### src/inc/cpo_map.svh
`ifndef CPO_MAP_SVH
`define CPO_MAP_SVH
// register byte addresses (word aligned)
`define CPO_CTRL_ADDR 8'h00
`define CPO_LOW_ADDR 8'h04
`define CPO_HIGH_ADDR 8'h08
`define CPO_PULSES_ADDR 8'h0C
`define CPO_DIV_ADDR 8'h10
`define CPO_SFILT_ADDR 8'h14
`define CPO_GFILT_ADDR 8'h18
`define CPO_STATUS_ADDR 8'h1C
// control field positions
`define CPO_CTRL_START_BIT 0
`define CPO_CTRL_MODE_LSB 1
`define CPO_CTRL_MODE_MSB 2
`define CPO_CTRL_SRC_LSB 3
`define CPO_CTRL_SRC_MSB 4
`define CPO_CTRL_INV_BIT 5
`define CPO_CTRL_GATE_EN_BIT 6
`define CPO_CTRL_GATE_POL_BIT 7
// reset values
`define CPO_CTRL_RST 32'h0000_0000
`define CPO_SFILT_RST 32'h0000_0000
`define CPO_GFILT_RST 32'h0000_0000
`define CPO_LOW_RST 32'h0000_0001
`define CPO_HIGH_RST 32'h0000_0001
`define CPO_PULSES_RST 32'h0000_0001
`define CPO_DIV_RST 32'h0000_0001
// filter widths count in milliseconds of the system clock
`define CPO_MS_NS 1000000
`define CPO_CLK_NS 40
`define CPO_CYC_PER_MS (`CPO_MS_NS / `CPO_CLK_NS)
// documented internal timebase rate
`define CPO_INT_TB_HZ 66000000
`endif

### src/inc/cpo_pkg.sv
package cpo_pkg;
  // generation mode
  typedef enum logic [1:0] {
    CPO_MODE_SINGLE = 2'h0,
    CPO_MODE_NPULSE = 2'h1,
    CPO_MODE_CONT = 2'h2
  } cpo_mode_e;
  // sequencer state, gray along idle->low->high->done
  typedef enum logic [1:0] {
    CPO_ST_IDLE = 2'h0,
    CPO_ST_LOW = 2'h1,
    CPO_ST_HIGH = 2'h3,
    CPO_ST_DONE = 2'h2
  } cpo_state_e;
  typedef logic [31:0] cpo_word_t;
endpackage

### src/rtl/cpo_counter_output.sv
// The placing of the registers and the Avalon-MM slave port are this design's own decisions.
`timescale 1ns/1ps
`include "cpo_map.svh"
// How it works
// - mode field picks single pulse, n pulses or endless train.
// - low and high durations count whole ticks of the chosen timebase.
// - source select field picks which clock input is the timebase.
// - output stays low for exactly low_tick_count ticks each period.
// - output stays high for exactly high_tick_count ticks each period.
// - filtered gate on lets generation run, gate off freezes the counter.
// - invert bit flips the source before ticks are taken from it.
// - source edges are divided by the programmed divider to make ticks.
// - n-pulse mode emits exactly pulse_total_setting pulses.
// - source pulses shorter than the programmed milliseconds are ignored.
// - gate pulses shorter than the programmed milliseconds are ignored.
module cpo_counter_output #(
  parameter int SRC_COUNT = 4,
  parameter int CYC_PER_MS = `CPO_CYC_PER_MS
) (
  // system
  input wire logic mclk,
  input wire logic rst,
  // avalon-mm slave
  input wire logic [7:0] avs_address,
  input wire logic avs_read,
  input wire logic avs_write,
  input wire logic [31:0] avs_writedata,
  input wire logic [3:0] avs_byteenable,
  output cpo_pkg::cpo_word_t avs_readdata,
  output logic avs_waitrequest,
  // pins
  input wire logic [SRC_COUNT-1:0] src_in,
  input wire logic gate_in,
  output logic pulse_out
);
  import cpo_pkg::*;

  // select width; a single source still needs one select bit
  localparam int SW = (SRC_COUNT > 1) ? $clog2(SRC_COUNT) : 1;

  // settings as software left them
  cpo_word_t ctrl_reg, low_reg, high_reg, pulses_reg, div_reg, sfilt_reg, gfilt_reg;
  // bus answer pending
  logic ack_reg;
  logic start_pulse;
  logic src_filt_reg, gate_filt_reg, src_prev_reg;
  cpo_word_t div_cnt_reg, tick_cnt_reg, pulse_cnt_reg;
  cpo_state_e state_reg;
  logic [31:0] sflt_cnt_reg, gflt_cnt_reg, sflt_ms_reg, gflt_ms_reg;

  // merge byte lanes into a register word
  function automatic cpo_word_t merge(input cpo_word_t old, input cpo_word_t wd,
                                      input logic [3:0] be);
    cpo_word_t r;
    r = old;
    for (int i = 0; i < 4; i++) begin
      if (be[i]) begin
        r[8*i +: 8] = wd[8*i +: 8];
      end
    end
    return r;
  endfunction

  // a zero setting behaves as one so a period is never empty
  function automatic cpo_word_t at_least_one(input cpo_word_t v);
    return (v == 32'h0000_0000) ? 32'h0000_0001 : v;
  endfunction

  // an access is answered on the edge after it is seen, so each takes two edges;
  // the trade is one wait state for a registered, glitch-free waitrequest
  wire rd_hit = avs_read && !ack_reg;
  // writes land at the answering edge, where the master sees waitrequest low
  wire wr_hit = avs_write && ack_reg;

  // one wait cycle per access; answer on the second edge
  always_ff @(posedge mclk or posedge rst) begin
    if (rst) begin
      ack_reg <= 1'b0;
    end else begin
      ack_reg <= (avs_read || avs_write) && !ack_reg;
    end
  end

  always_ff @(posedge mclk or posedge rst) begin
    if (rst) begin
      avs_waitrequest <= 1'b1;
    end else begin
      avs_waitrequest <= !((avs_read || avs_write) && !ack_reg);
    end
  end

  // a write to one register address at the answering edge
  function automatic logic wr_at(input logic [7:0] a);
    return wr_hit && (avs_address == a);
  endfunction

  // start is a self-clearing pulse; it is never stored in the control word
  assign start_pulse = wr_at(`CPO_CTRL_ADDR) && avs_byteenable[0]
                       && avs_writedata[`CPO_CTRL_START_BIT];

  // control word; the start bit is masked so it always reads back as zero
  always_ff @(posedge mclk or posedge rst) begin
    if (rst) begin
      ctrl_reg <= `CPO_CTRL_RST;
    end else if (wr_at(`CPO_CTRL_ADDR)) begin
      ctrl_reg <= merge(ctrl_reg, avs_writedata, avs_byteenable) & 32'h0000_00FE;
    end
  end

  // low phase length in ticks
  always_ff @(posedge mclk or posedge rst) begin
    if (rst) begin
      low_reg <= `CPO_LOW_RST;
    end else if (wr_at(`CPO_LOW_ADDR)) begin
      low_reg <= merge(low_reg, avs_writedata, avs_byteenable);
    end
  end

  // high phase length in ticks
  always_ff @(posedge mclk or posedge rst) begin
    if (rst) begin
      high_reg <= `CPO_HIGH_RST;
    end else if (wr_at(`CPO_HIGH_ADDR)) begin
      high_reg <= merge(high_reg, avs_writedata, avs_byteenable);
    end
  end

  // pulse total for the n-pulse mode
  always_ff @(posedge mclk or posedge rst) begin
    if (rst) begin
      pulses_reg <= `CPO_PULSES_RST;
    end else if (wr_at(`CPO_PULSES_ADDR)) begin
      pulses_reg <= merge(pulses_reg, avs_writedata, avs_byteenable);
    end
  end

  // timebase divider
  always_ff @(posedge mclk or posedge rst) begin
    if (rst) begin
      div_reg <= `CPO_DIV_RST;
    end else if (wr_at(`CPO_DIV_ADDR)) begin
      div_reg <= merge(div_reg, avs_writedata, avs_byteenable);
    end
  end

  // source filter width in ms
  always_ff @(posedge mclk or posedge rst) begin
    if (rst) begin
      sfilt_reg <= `CPO_SFILT_RST;
    end else if (wr_at(`CPO_SFILT_ADDR)) begin
      sfilt_reg <= merge(sfilt_reg, avs_writedata, avs_byteenable);
    end
  end

  // gate filter width in ms
  always_ff @(posedge mclk or posedge rst) begin
    if (rst) begin
      gfilt_reg <= `CPO_GFILT_RST;
    end else if (wr_at(`CPO_GFILT_ADDR)) begin
      gfilt_reg <= merge(gfilt_reg, avs_writedata, avs_byteenable);
    end
  end

  // read mux; unmapped addresses read zero
  // status exposes the sequencer state so software can poll for done
  always_ff @(posedge mclk or posedge rst) begin
    if (rst) begin
      avs_readdata <= 32'h0000_0000;
    end else if (rd_hit) begin
      unique case (avs_address)
        `CPO_CTRL_ADDR: avs_readdata <= ctrl_reg;
        `CPO_LOW_ADDR: avs_readdata <= low_reg;
        `CPO_HIGH_ADDR: avs_readdata <= high_reg;
        `CPO_PULSES_ADDR: avs_readdata <= pulses_reg;
        `CPO_DIV_ADDR: avs_readdata <= div_reg;
        `CPO_SFILT_ADDR: avs_readdata <= sfilt_reg;
        `CPO_GFILT_ADDR: avs_readdata <= gfilt_reg;
        `CPO_STATUS_ADDR: avs_readdata <= {28'h0000000, gate_filt_reg, pulse_out,
                                           state_reg};
        default: avs_readdata <= 32'h0000_0000;
      endcase
    end
  end

  // raw source: selected and optionally inverted
  wire [SW-1:0] src_sel = ctrl_reg[`CPO_CTRL_SRC_MSB:`CPO_CTRL_SRC_LSB];
  wire src_raw = src_in[src_sel] ^ ctrl_reg[`CPO_CTRL_INV_BIT];

  // glitch filter: input must hold a new level for width ms before it is taken.
  // a ms prescaler per filter keeps the width counter small-step and exact.
  // limitation: width resolution is one ms; a zero width passes the pin straight.
  always_ff @(posedge mclk or posedge rst) begin
    if (rst) begin
      src_filt_reg <= 1'b0;
      sflt_cnt_reg <= 32'h0000_0000;
      sflt_ms_reg <= 32'h0000_0000;
    end else if (src_raw == src_filt_reg || sfilt_reg == 32'h0000_0000) begin
      src_filt_reg <= src_raw;
      sflt_cnt_reg <= 32'h0000_0000;
      sflt_ms_reg <= 32'h0000_0000;
    end else if (sflt_cnt_reg == 32'(CYC_PER_MS - 1)) begin
      sflt_cnt_reg <= 32'h0000_0000;
      sflt_ms_reg <= sflt_ms_reg + 32'h0000_0001;
      if (sflt_ms_reg + 32'h0000_0001 >= sfilt_reg) begin
        src_filt_reg <= src_raw;
      end
    end else begin
      sflt_cnt_reg <= sflt_cnt_reg + 32'h0000_0001;
    end
  end

  always_ff @(posedge mclk or posedge rst) begin
    if (rst) begin
      gate_filt_reg <= 1'b0;
      gflt_cnt_reg <= 32'h0000_0000;
      gflt_ms_reg <= 32'h0000_0000;
    end else if (gate_in == gate_filt_reg || gfilt_reg == 32'h0000_0000) begin
      gate_filt_reg <= gate_in;
      gflt_cnt_reg <= 32'h0000_0000;
      gflt_ms_reg <= 32'h0000_0000;
    end else if (gflt_cnt_reg == 32'(CYC_PER_MS - 1)) begin
      gflt_cnt_reg <= 32'h0000_0000;
      gflt_ms_reg <= gflt_ms_reg + 32'h0000_0001;
      if (gflt_ms_reg + 32'h0000_0001 >= gfilt_reg) begin
        gate_filt_reg <= gate_in;
      end
    end else begin
      gflt_cnt_reg <= gflt_cnt_reg + 32'h0000_0001;
    end
  end

  // gate on when disabled, else filtered gate at chosen polarity
  // gate off holds the output level: a high phase simply stretches
  wire gate_on = !ctrl_reg[`CPO_CTRL_GATE_EN_BIT] ||
                 (gate_filt_reg ^ ctrl_reg[`CPO_CTRL_GATE_POL_BIT]);

  // rising edge of the filtered source
  // the detector resets to the filter's reset level, so no false edge after reset
  always_ff @(posedge mclk or posedge rst) begin
    if (rst) begin
      src_prev_reg <= 1'b0;
    end else begin
      src_prev_reg <= src_filt_reg;
    end
  end

  wire src_edge = src_filt_reg && !src_prev_reg;

  // divider: one tick every div_reg source edges; gate off freezes it
  // a divider change applies at once to the running count; a start clears the count
  wire tick = src_edge && gate_on && (div_cnt_reg >= at_least_one(div_reg) - 32'h0000_0001);

  always_ff @(posedge mclk or posedge rst) begin
    if (rst) begin
      div_cnt_reg <= 32'h0000_0000;
    end else if (start_pulse) begin
      div_cnt_reg <= 32'h0000_0000;
    end else if (src_edge && gate_on) begin
      div_cnt_reg <= tick ? 32'h0000_0000 : div_cnt_reg + 32'h0000_0001;
    end
  end

  // pulse sequencer: low phase then high phase, counted in ticks.
  // the end tests are shared by the state and counter processes so
  // a phase length and its state change can never disagree.
  function automatic logic phase_over(input cpo_word_t cnt, input cpo_word_t len);
    return (cnt + 32'h0000_0001) >= at_least_one(len);
  endfunction

  cpo_mode_e mode_sel;
  assign mode_sel = cpo_mode_e'(ctrl_reg[`CPO_CTRL_MODE_MSB:`CPO_CTRL_MODE_LSB]);

  wire low_over = (state_reg == CPO_ST_LOW) && phase_over(tick_cnt_reg, low_reg);
  wire high_over = (state_reg == CPO_ST_HIGH) && phase_over(tick_cnt_reg, high_reg);
  // last pulse of a finite run: always for single, at the count for n pulses
  wire last_pulse = (mode_sel == CPO_MODE_SINGLE) ||
                    ((mode_sel == CPO_MODE_NPULSE) &&
                     phase_over(pulse_cnt_reg, pulses_reg));

  // state: start always reenters the low phase, even mid-run
  always_ff @(posedge mclk or posedge rst) begin
    if (rst) begin
      state_reg <= CPO_ST_IDLE;
    end else if (start_pulse) begin
      state_reg <= CPO_ST_LOW;
    end else if (tick) begin
      unique case (state_reg)
        CPO_ST_LOW: begin
          if (low_over) begin
            state_reg <= CPO_ST_HIGH;
          end
        end
        CPO_ST_HIGH: begin
          if (high_over) begin
            // modes 2 and 3 never reach the last pulse: endless train
            state_reg <= last_pulse ? CPO_ST_DONE : CPO_ST_LOW;
          end
        end
        CPO_ST_IDLE, CPO_ST_DONE: ; // wait for start
      endcase
    end
  end

  // tick counter: restarts at each phase boundary, still when idle or done
  always_ff @(posedge mclk or posedge rst) begin
    if (rst) begin
      tick_cnt_reg <= 32'h0000_0000;
    end else if (start_pulse) begin
      tick_cnt_reg <= 32'h0000_0000;
    end else if (tick) begin
      if (low_over || high_over) begin
        tick_cnt_reg <= 32'h0000_0000;
      end else if (state_reg == CPO_ST_LOW || state_reg == CPO_ST_HIGH) begin
        tick_cnt_reg <= tick_cnt_reg + 32'h0000_0001;
      end
    end
  end

  // pulse counter: one step at the end of every high phase
  always_ff @(posedge mclk or posedge rst) begin
    if (rst) begin
      pulse_cnt_reg <= 32'h0000_0000;
    end else if (start_pulse) begin
      pulse_cnt_reg <= 32'h0000_0000;
    end else if (tick && high_over) begin
      pulse_cnt_reg <= pulse_cnt_reg + 32'h0000_0001;
    end
  end

  // output register: high only in the high phase, low when idle or done
  always_ff @(posedge mclk or posedge rst) begin
    if (rst) begin
      pulse_out <= 1'b0;
    end else begin
      pulse_out <= (state_reg == CPO_ST_HIGH);
    end
  end
endmodule // cpo_counter_output

### config.mk
export PLATFORM = sky130hd
export DESIGN_NAME = cpo_counter_output
export DESIGN_NICKNAME = d
export VERILOG_FILES = /design/src/inc/cpo_pkg.sv /design/src/rtl/cpo_counter_output.sv
export VERILOG_INCLUDE_DIRS = /design/src /design/src/inc
export SDC_FILE = /design/constraint.sdc
export NUM_CORES = 1
export LEC_CHECK = 0
export CAP_MARGIN = 15
export CELL_PAD_IN_SITES_DETAIL_PLACEMENT = 2
export CELL_PAD_IN_SITES_GLOBAL_PLACEMENT = 2
export CORE_MARGIN = 5
export CORE_UTILIZATION = 42
export CTS_CLUSTER_SIZE = 20
export DETAILED_ROUTE_END_ITERATION = 16
export DONT_BUFFER_PORTS = 1
export PLACE_DENSITY = 0.92
export SKIP_CTS_REPAIR_TIMING = 1
export SKIP_LAST_GASP = 1
export SLEW_MARGIN = 40
export SYNTH_ARGS = -nofsm -noshare
export SYNTH_HDL_FRONTEND = slang
export SYNTH_SLANG_ARGS = --single-unit
### constraint.sdc
create_clock -name mclk -period 22 [get_ports mclk]
set_input_delay 4.4 -clock mclk [delete_from_list [all_inputs] [get_ports mclk]]
set_output_delay 4.4 -clock mclk [all_outputs]
set_load 0.01 [all_outputs]
==> results of run 1 <==
## worst paths after layout
path                                       from                end  slack, ns
worst min register to register  sflt_cnt_reg[0]    sflt_cnt_reg[0]       0.50
min in group asynchronous                   rst         low_reg[1]       3.69
worst max-delay path                div_reg[14]  pulse_cnt_reg[24]      14.05
worst min-delay path            sflt_cnt_reg[0]    sflt_cnt_reg[0]       0.50
max in group asynchronous                   rst     gflt_ms_reg[8]      16.21
worst max register to register      div_reg[14]  pulse_cnt_reg[24]      14.05
## layout by cell type, fill, tap and decap left out, drive strengths merged, types with 71 or more instances in the layout
master / count
xnor2: 144
clkbuf: 77
mux2: 196
xor2: 120
dfrtp: 458
nand2: 316
a21oi: 117
nand4: 71
ha: 200
nand3: 90
inv: 183
nor4: 73
o21ai: 163
nor2: 229
## layer usage
metal / up-vias / GRT usage / wire length (µm)
met3: 664 / 0.0952 / 11600
met4: 10 / 0.243 / 11000
met1: 13400 / 0.408 / 47300
met2: 1557 / 0.603 / 63100
li1: 10500 / - / -
met5: - / 0 / 65
## power by group through the flow
stage	Combinational, µW	Clock (µW)	Sequential (µW)
2_1_floorplan	140	0	895
3_3_place_gp	182	0	904
3_5_place_dp	214	0	907
4_1_cts	229	996	894
5_1_grt	250	1030	896
6_report	237	993	896
## cell type report
class,instances,share of cell area
Antenna cell,3,0.000242
Clock buffer,73,0.0504
Clock inverter,28,0.00980
Inverter,183,0.0225
Multi-Input combinational cell,2221,0.501
Sequential cell,463,0.374
Tap cell,864,0.0348
Timing Repair Buffer,26,0.00706
## kinds of logic (layout without fill, tap and decap cells)
| logic type | after synthesis | after routing |
|---|---|---|
| simple gates | 1049 | 1049 |
| compound gates | 511 | 511 |
| flops | 463 | 463 |
| buf+inv | 273 | 310 |
| xor+xnor | 264 | 264 |
| fa+ha+maj | 200 | 200 |
| mux | 197 | 197 |
| other cells | 0 | 3 |
## worst max-delay path, stage by stage, from the launching register on
cell	delay, ns
dfrtp_1	0.57
or4_1	0.62
nor2_1	0.28
nand4bb_1	0.41
nor3_1	0.50
nor2_1	0.16
ha_1	0.30
nand2_1	0.20
or2_2	0.28
or3_1	0.31
nor2_1	0.15
xnor2_1	0.19
ha_1	0.36
nand4_1	0.22
nor3_1	0.35
nor3b_1	0.70
a31o_2	0.81
nand2b_1	0.14
buf_4	0.30
nand2b_4	0.34
o31ai_1	0.55
## cell usage after synthesis, drive strengths merged, types with 11 or more instances
master    n
and4     13
nand3    90
or3      54
dfrtp   458
a222oi   12
xnor2   144
o21ai   163
clkbuf   88
a21oi   117
xor2    120
ha      200
nand4    71
o31ai    17
nand2   316
mux2    196
a221oi   32
and2     15
a21o     45
nor3     47
a31oi    14
nand2b   32
nor2b    11
nor2    229
and3     56
or4      11
inv     183
a22oi    52
nor4     73
## stage by stage
| step | total power, µW | cell area (µm²) | util | worst slack [ns] |
|---|---|---|---|---|
| global route | 2180 | 31000 | 0.470 | 14.08 |
| floorplan | 1030 | 28100 | - | 4.70 |
| global placement | 1090 | 29100 | 0.441 | 14.23 |
| detailed placement | 1120 | 29100 | 0.441 | 13.84 |
| CTS | 2120 | 31000 | 0.469 | 14.25 |
| finish | 2130 | 31000 | 0.470 | 14.05 |
==> impl_metrics.env, run 1 <==
export IMPL_nNetsFinal=3202
export IMPL_fin_skew_ns=0.0255
export IMPL_antenna_found_initial=12
export IMPL_drc=0
export IMPL_synthAdderAreaFrac=0.0892
export IMPL_yosys_area_top_type="dfrtp_1"
export IMPL_synth_area_mm2=0.0281
export IMPL_synth_cell_type_count=68
export IMPL_cts_root_buf="clkbuf_16"
export IMPL_internal_power_uw=1500
export IMPL_yosys_area_share_simple=0.184
export IMPL_numCtsBuffers=54
export IMPL_die_w_um=269
export IMPL_start_util=0.425
export IMPL_drive_above_1_share=0.122
export IMPL_num_vias=26100
export IMPL_clkTransAtPathRegs_ns=0.06
export IMPL_fin_cells=3861
export IMPL_pwr_share_comb=0.112
export IMPL_drt_iter0_drc=2697
export IMPL_clk_path_buf_depth=3
export IMPL_die_area_mm2=0.0721
export IMPL_seq_power_share=0.422
export IMPL_yosysTopAreaCellShare=0.408
export IMPL_timing_fmax_ghz=0.126
export IMPL_synth_top_family_by_area="simple AND/OR/NAND/NOR gates"
export IMPL_hold_path_depth=1
export IMPL_rsz0062_at_grt="no"
export IMPL_core_mm2=0.0660
export IMPL_crit_path_max_fanout=41
export IMPL_gp_congestion=0.941
export IMPL_tritoncts="done"
export IMPL_min_period_ns=7.95
export IMPL_cap_violations=0
export IMPL_grt_overflow_total=0
export IMPL_critPathKind="register to register"
export IMPL_syn_inst=2957
export IMPL_pwr_share_clk=0.467
export IMPL_clkLatencyLatePin_ns=0.66
export IMPL_async_flop_share=1.00
export IMPL_status="finished clean"
export IMPL_p_leak_uw=0.0141
export IMPL_relSlewSlack=0.366
export IMPL_setup_worst_path_end_class="register"
export IMPL_whs_ns=0.503
export IMPL_finalMaxSlewViolations=0
export IMPL_die_y_um=269
export IMPL_peakVddDrop_v=0.0000702
export IMPL_synth_xor_area_share=0.0824
export IMPL_viasPerCell=6.76
export IMPL_hold_viol_final=0
export IMPL_dr_pass1_iters=6
export IMPL_finalCritPeriodShare=0.362
export IMPL_synth_flop_cell="dfrtp_1"
export IMPL_io_buffer_count=0
export IMPL_yosys_warnings=0
export IMPL_grt_pass1_wl_um=197000
export IMPL_max_slew_worst_pin_slew_ns=0.951
export IMPL_cts_sinks=463
export IMPL_wire_per_inst_um=34.4
export IMPL_synth_edf_count=0
export IMPL_grt_max_degree=120
export IMPL_cellPowerDensity_mw_per_mm2=68.5
export IMPL_power_switching_uw=622
export IMPL_synth_seq_cells=463
export IMPL_hold_class="register to register"
export IMPL_finalWirelength_um=133000
export IMPL_required_ns=22.47
export IMPL_fillers=6797
export IMPL_area_growth_pct=10.5
export IMPL_grt_pass1_vias=29600
export IMPL_setup_tns_ns=0
export IMPL_htreeDepth=2
export IMPL_syn_area_per_cell_um2=9.49
export IMPL_synth_compound_area_frac=0.116
export IMPL_io_pins=87
export IMPL_hpwl_um=89600
export IMPL_seq_area_mm2=0.0116
export IMPL_seq_area_frac_synth=0.413
export IMPL_worstPathArrival_ns=8.43
export IMPL_placedCellCount=3756
export IMPL_critPathLaunchType="register"
export IMPL_grt_usage=0.361
export IMPL_ant_nets=0
export IMPL_synth_area_leaders="dfrtp_1 41%, ha_1 8.9%, mux2_2 7.9%"
export IMPL_setup_viol=0
export IMPL_r2r_cells=20
export IMPL_synth_nets=3210
export IMPL_synth_area_mux_share=0.0794
export IMPL_multi_input_area_mm2=0.0156
export IMPL_row_count=94
export IMPL_swShare=0.293
(Power assumes the default switching activity.)
==> run 2, diff against run 1 <==
--- a/config.mk
+++ b/config.mk
@@ -6,15 +6,16 @@
 export SDC_FILE = /design/constraint.sdc
 export NUM_CORES = 1
 export LEC_CHECK = 0
+export ABC_AREA = 1
 export CAP_MARGIN = 15
 export CELL_PAD_IN_SITES_DETAIL_PLACEMENT = 2
 export CELL_PAD_IN_SITES_GLOBAL_PLACEMENT = 2
 export CORE_MARGIN = 5
-export CORE_UTILIZATION = 42
+export CORE_UTILIZATION = 38
 export CTS_CLUSTER_SIZE = 20
 export DETAILED_ROUTE_END_ITERATION = 16
 export DONT_BUFFER_PORTS = 1
-export PLACE_DENSITY = 0.92
+export PLACE_DENSITY = 0.91
 export SKIP_CTS_REPAIR_TIMING = 1
 export SKIP_LAST_GASP = 1
 export SLEW_MARGIN = 40
==> constraint.sdc (replaced) <==
create_clock -name mclk -period 7.87 [get_ports mclk]
set_input_delay 1.574 -clock mclk [delete_from_list [all_inputs] [get_ports mclk]]
set_output_delay 1.574 -clock mclk [all_outputs]
set_load 0.01 [all_outputs]
==> run 2 against run 1 <==
  * Maximum frequency up 24%
  * Global-route usage down 0.28 points
  * Combinational power rose to 4.4 times the previous value
  * Critical endpoint is now tick_cnt_reg[25]
==> impl_metrics.env, run 2 <==
export IMPL_status="finished clean"
export IMPL_clk_path_buf_depth=3
export IMPL_power_uw=6400
export IMPL_numCtsBuffers=57
export IMPL_core_mm2=0.0771
export IMPL_layout_commonest_cell="nand2_1"
export IMPL_max_slew_worst_pin_slew_ns=0.931
export IMPL_gp_congestion=0.916
export IMPL_htreeDepth=2
export IMPL_timing_fmax_ghz=0.156
export IMPL_synth_area_leaders="dfrtp_1 39%, nand2_1 13%, ha_1 8.5%"
export IMPL_seq_area_mm2=0.0116
export IMPL_synth_most_common_cell="nand2_1"
export IMPL_crit_path_max_fanout=41
export IMPL_num_vias=31200
export IMPL_wire_per_inst_um=30.4
export IMPL_rsz0062_at_grt="no"
export IMPL_ant_nets=0
export IMPL_grt_max_degree=138
export IMPL_start_util=0.382
export IMPL_drt_iter0_drc=2656
export IMPL_required_ns=8.46
export IMPL_startpoint="div_reg[26]"
export IMPL_min_period_ns=6.40
export IMPL_final_cell_mix="1046 x nand2_1, 590 x inv_1, 458 x dfrtp_1"
export IMPL_die_y_um=288
export IMPL_peakVddDrop_v=0.000162
export IMPL_io_buffer_count=0
export IMPL_setup_slack_ns=1.47
export IMPL_finalWirelength_um=154000
export IMPL_relSlewSlack=0.377
export IMPL_p_leak_uw=0.0155
export IMPL_cap_violations=0
export IMPL_yosys_warnings=0
export IMPL_setup_viol=0
export IMPL_grt_usage=0.358
export IMPL_setup_tns_ns=0
export IMPL_syn_area_per_cell_um2=7.40
export IMPL_critPathKind="register to register"
export IMPL_cp_slowest_stage_delay_ns=0.58
export IMPL_r2r_slack_ns=1.47
export IMPL_power_switching_uw=2120
export IMPL_grt_pass1_wl_um=227000
export IMPL_dr_pass1_iters=6
export IMPL_nNetsFinal=4222
export IMPL_yosys_area_top_type="dfrtp_1"
export IMPL_antenna_found_initial=5
export IMPL_drive_above_1_share=0.0444
export IMPL_cellPowerDensity_mw_per_mm2=197
export IMPL_grt_overflow_total=0
export IMPL_synth_seq_cells=463
export IMPL_hold_class="register to register"
export IMPL_swShare=0.331
export IMPL_endpoint="tick_cnt_reg[25]"
export IMPL_rr_startpoint="div_reg[26]"
export IMPL_clkLatencyLatePin_ns=0.68
export IMPL_clkTransAtPathRegs_ns=0.07
export IMPL_cpMostUsedCell="nand2_1"
export IMPL_finalMaxSlewViolations=0
export IMPL_finalCritPeriodShare=0.813
export IMPL_hold_viol_final=0
export IMPL_final_area_mm2=0.0325
export IMPL_tritoncts="done"
export IMPL_grt_pass1_vias=35100
export IMPL_yosysTopAreaCellShare=0.389
export IMPL_area_growth_pct=10.6
export IMPL_cts_root_buf="clkbuf_16"
export IMPL_fillers=8885
export IMPL_row_count=102
export IMPL_synth_edf_count=0
export IMPL_io_pins=87
export IMPL_syn_inst=3977
export IMPL_pwr_share_clk=0.446
export IMPL_viasPerCell=6.17
export IMPL_die_area_mm2=0.0831
export IMPL_dp_slack_ns=1.77
export IMPL_fin_skew_ns=0.0468
export IMPL_internal_power_uw=4280
export IMPL_synth_common_cells="1048 x nand2_1, 593 x inv_1, 458 x dfrtp_1, 352 x nor2_1, 346 x o21ai_0"
export IMPL_die_w_um=288
export IMPL_seq_power_share=0.392
export IMPL_cts_sinks=463
export IMPL_pwr_share_comb=0.162
export IMPL_async_flop_share=1.00
export IMPL_crit_slowest_cell="nand2_2"
export IMPL_post_dp_cell_area_mm2=0.0306
export IMPL_synth_area_mm2=0.0294
export IMPL_worstPathArrival_ns=6.99
export IMPL_multi_input_area_mm2=0.0153
export IMPL_setup_worst_path_end_class="register"
export IMPL_synth_flop_cell="dfrtp_1"
export IMPL_r2r_cells=28
export IMPL_drc=0
export IMPL_critPathLaunchType="register"
export IMPL_rr_endpoint="tick_cnt_reg[25]"
export IMPL_synth_cell_type_count=51
export IMPL_seq_area_frac_synth=0.394
export IMPL_worstHoldStart="sflt_cnt_reg[0]"
export IMPL_hpwl_um=100000
export IMPL_synth_nets=4230
[run 2: cell types whose count changed after synthesis, sizes merged, moves of 52 or more]
cell | before | now
nor2 | 229 | 369
mux2 | 196 | 0
o22ai | 0 | 73
xnor2 | 144 | 30
nand2 | 316 | 1057
and3 | 56 | 3
inv | 183 | 598
nor3 | 47 | 134
a22oi | 52 | 0
o21ai | 163 | 350
[run 2: through the flow]
stage                     hold WS [ns]  instances  utilization
after floorplan                  0.414       3977            -
after global placement           0.451       4947        0.396
after detailed placement         0.479       4949        0.397
after CTS                        0.492       5051        0.422
after global routing             0.509       5052        0.422
final                            0.491       5054        0.422
[run 2: worst max-delay path, delay by kind of cell (launching register included)]
family | cells | cell delay (ns)
buffers and inverters | 3 | 0.88
adders and majority gates | 2 | 0.57
DFF | 1 | 0.45
xor gates and xnor gates | 1 | 0.10
and+or+nand+nor | 22 | 4.26
[run 2: cell families after synthesis]
group / count (synthesis) / share of synthesized area
compound gates: 602 / 0.112
xor+xnor: 174 / 0.0520
fa+ha+maj: 200 / 0.0850
buf+inv: 684 / 0.0891
flops: 463 / 0.394
mux: 1 / 0.000340
simple gates: 1853 / 0.268
[run 2: per-layer routing]
layer	share of wire	up-vias	routed length, µm	track usage
met5	0.00016	-	25	0
met4	0.078	4	12000	0.234
met3	0.079	717	12200	0.0876
met2	0.47	1683	72200	0.601
met1	0.37	15900	57100	0.407
li1	-	12900	-	-
[run 2: cell type report]
type	instances	share of cell area
Sequential cell	463	0.356
Inverter	599	0.0693
Timing Repair Buffer	18	0.00654
Tap cell	1040	0.0400
Antenna cell	2	0.000154
Clock buffer	78	0.0500
Multi-Input combinational cell	2830	0.469
Clock inverter	24	0.00876
[run 2: worst min-delay path by stage]
stage / endpoint / cells past startpoint
6_report: sflt_cnt_reg[0] / 1
2_1_floorplan: src_prev_reg / 0
5_1_grt: sflt_cnt_reg[0] / 1
3_3_place_gp: sflt_cnt_reg[0] / 1
4_1_cts: sflt_cnt_reg[0] / 1
3_5_place_dp: sflt_cnt_reg[0] / 1
[run 2: power by group through the flow]
| stage | Clock [µW] | Combinational [µW] | Sequential, µW |
|---|---|---|---|
| 2_1_floorplan | 0 | 591 | 2510 |
| 3_3_place_gp | 0 | 844 | 2540 |
| 4_1_cts | 2860 | 1010 | 2500 |
| 5_1_grt | 2950 | 1100 | 2510 |
| 3_5_place_dp | 0 | 930 | 2540 |
| 6_report | 2860 | 1040 | 2510 |
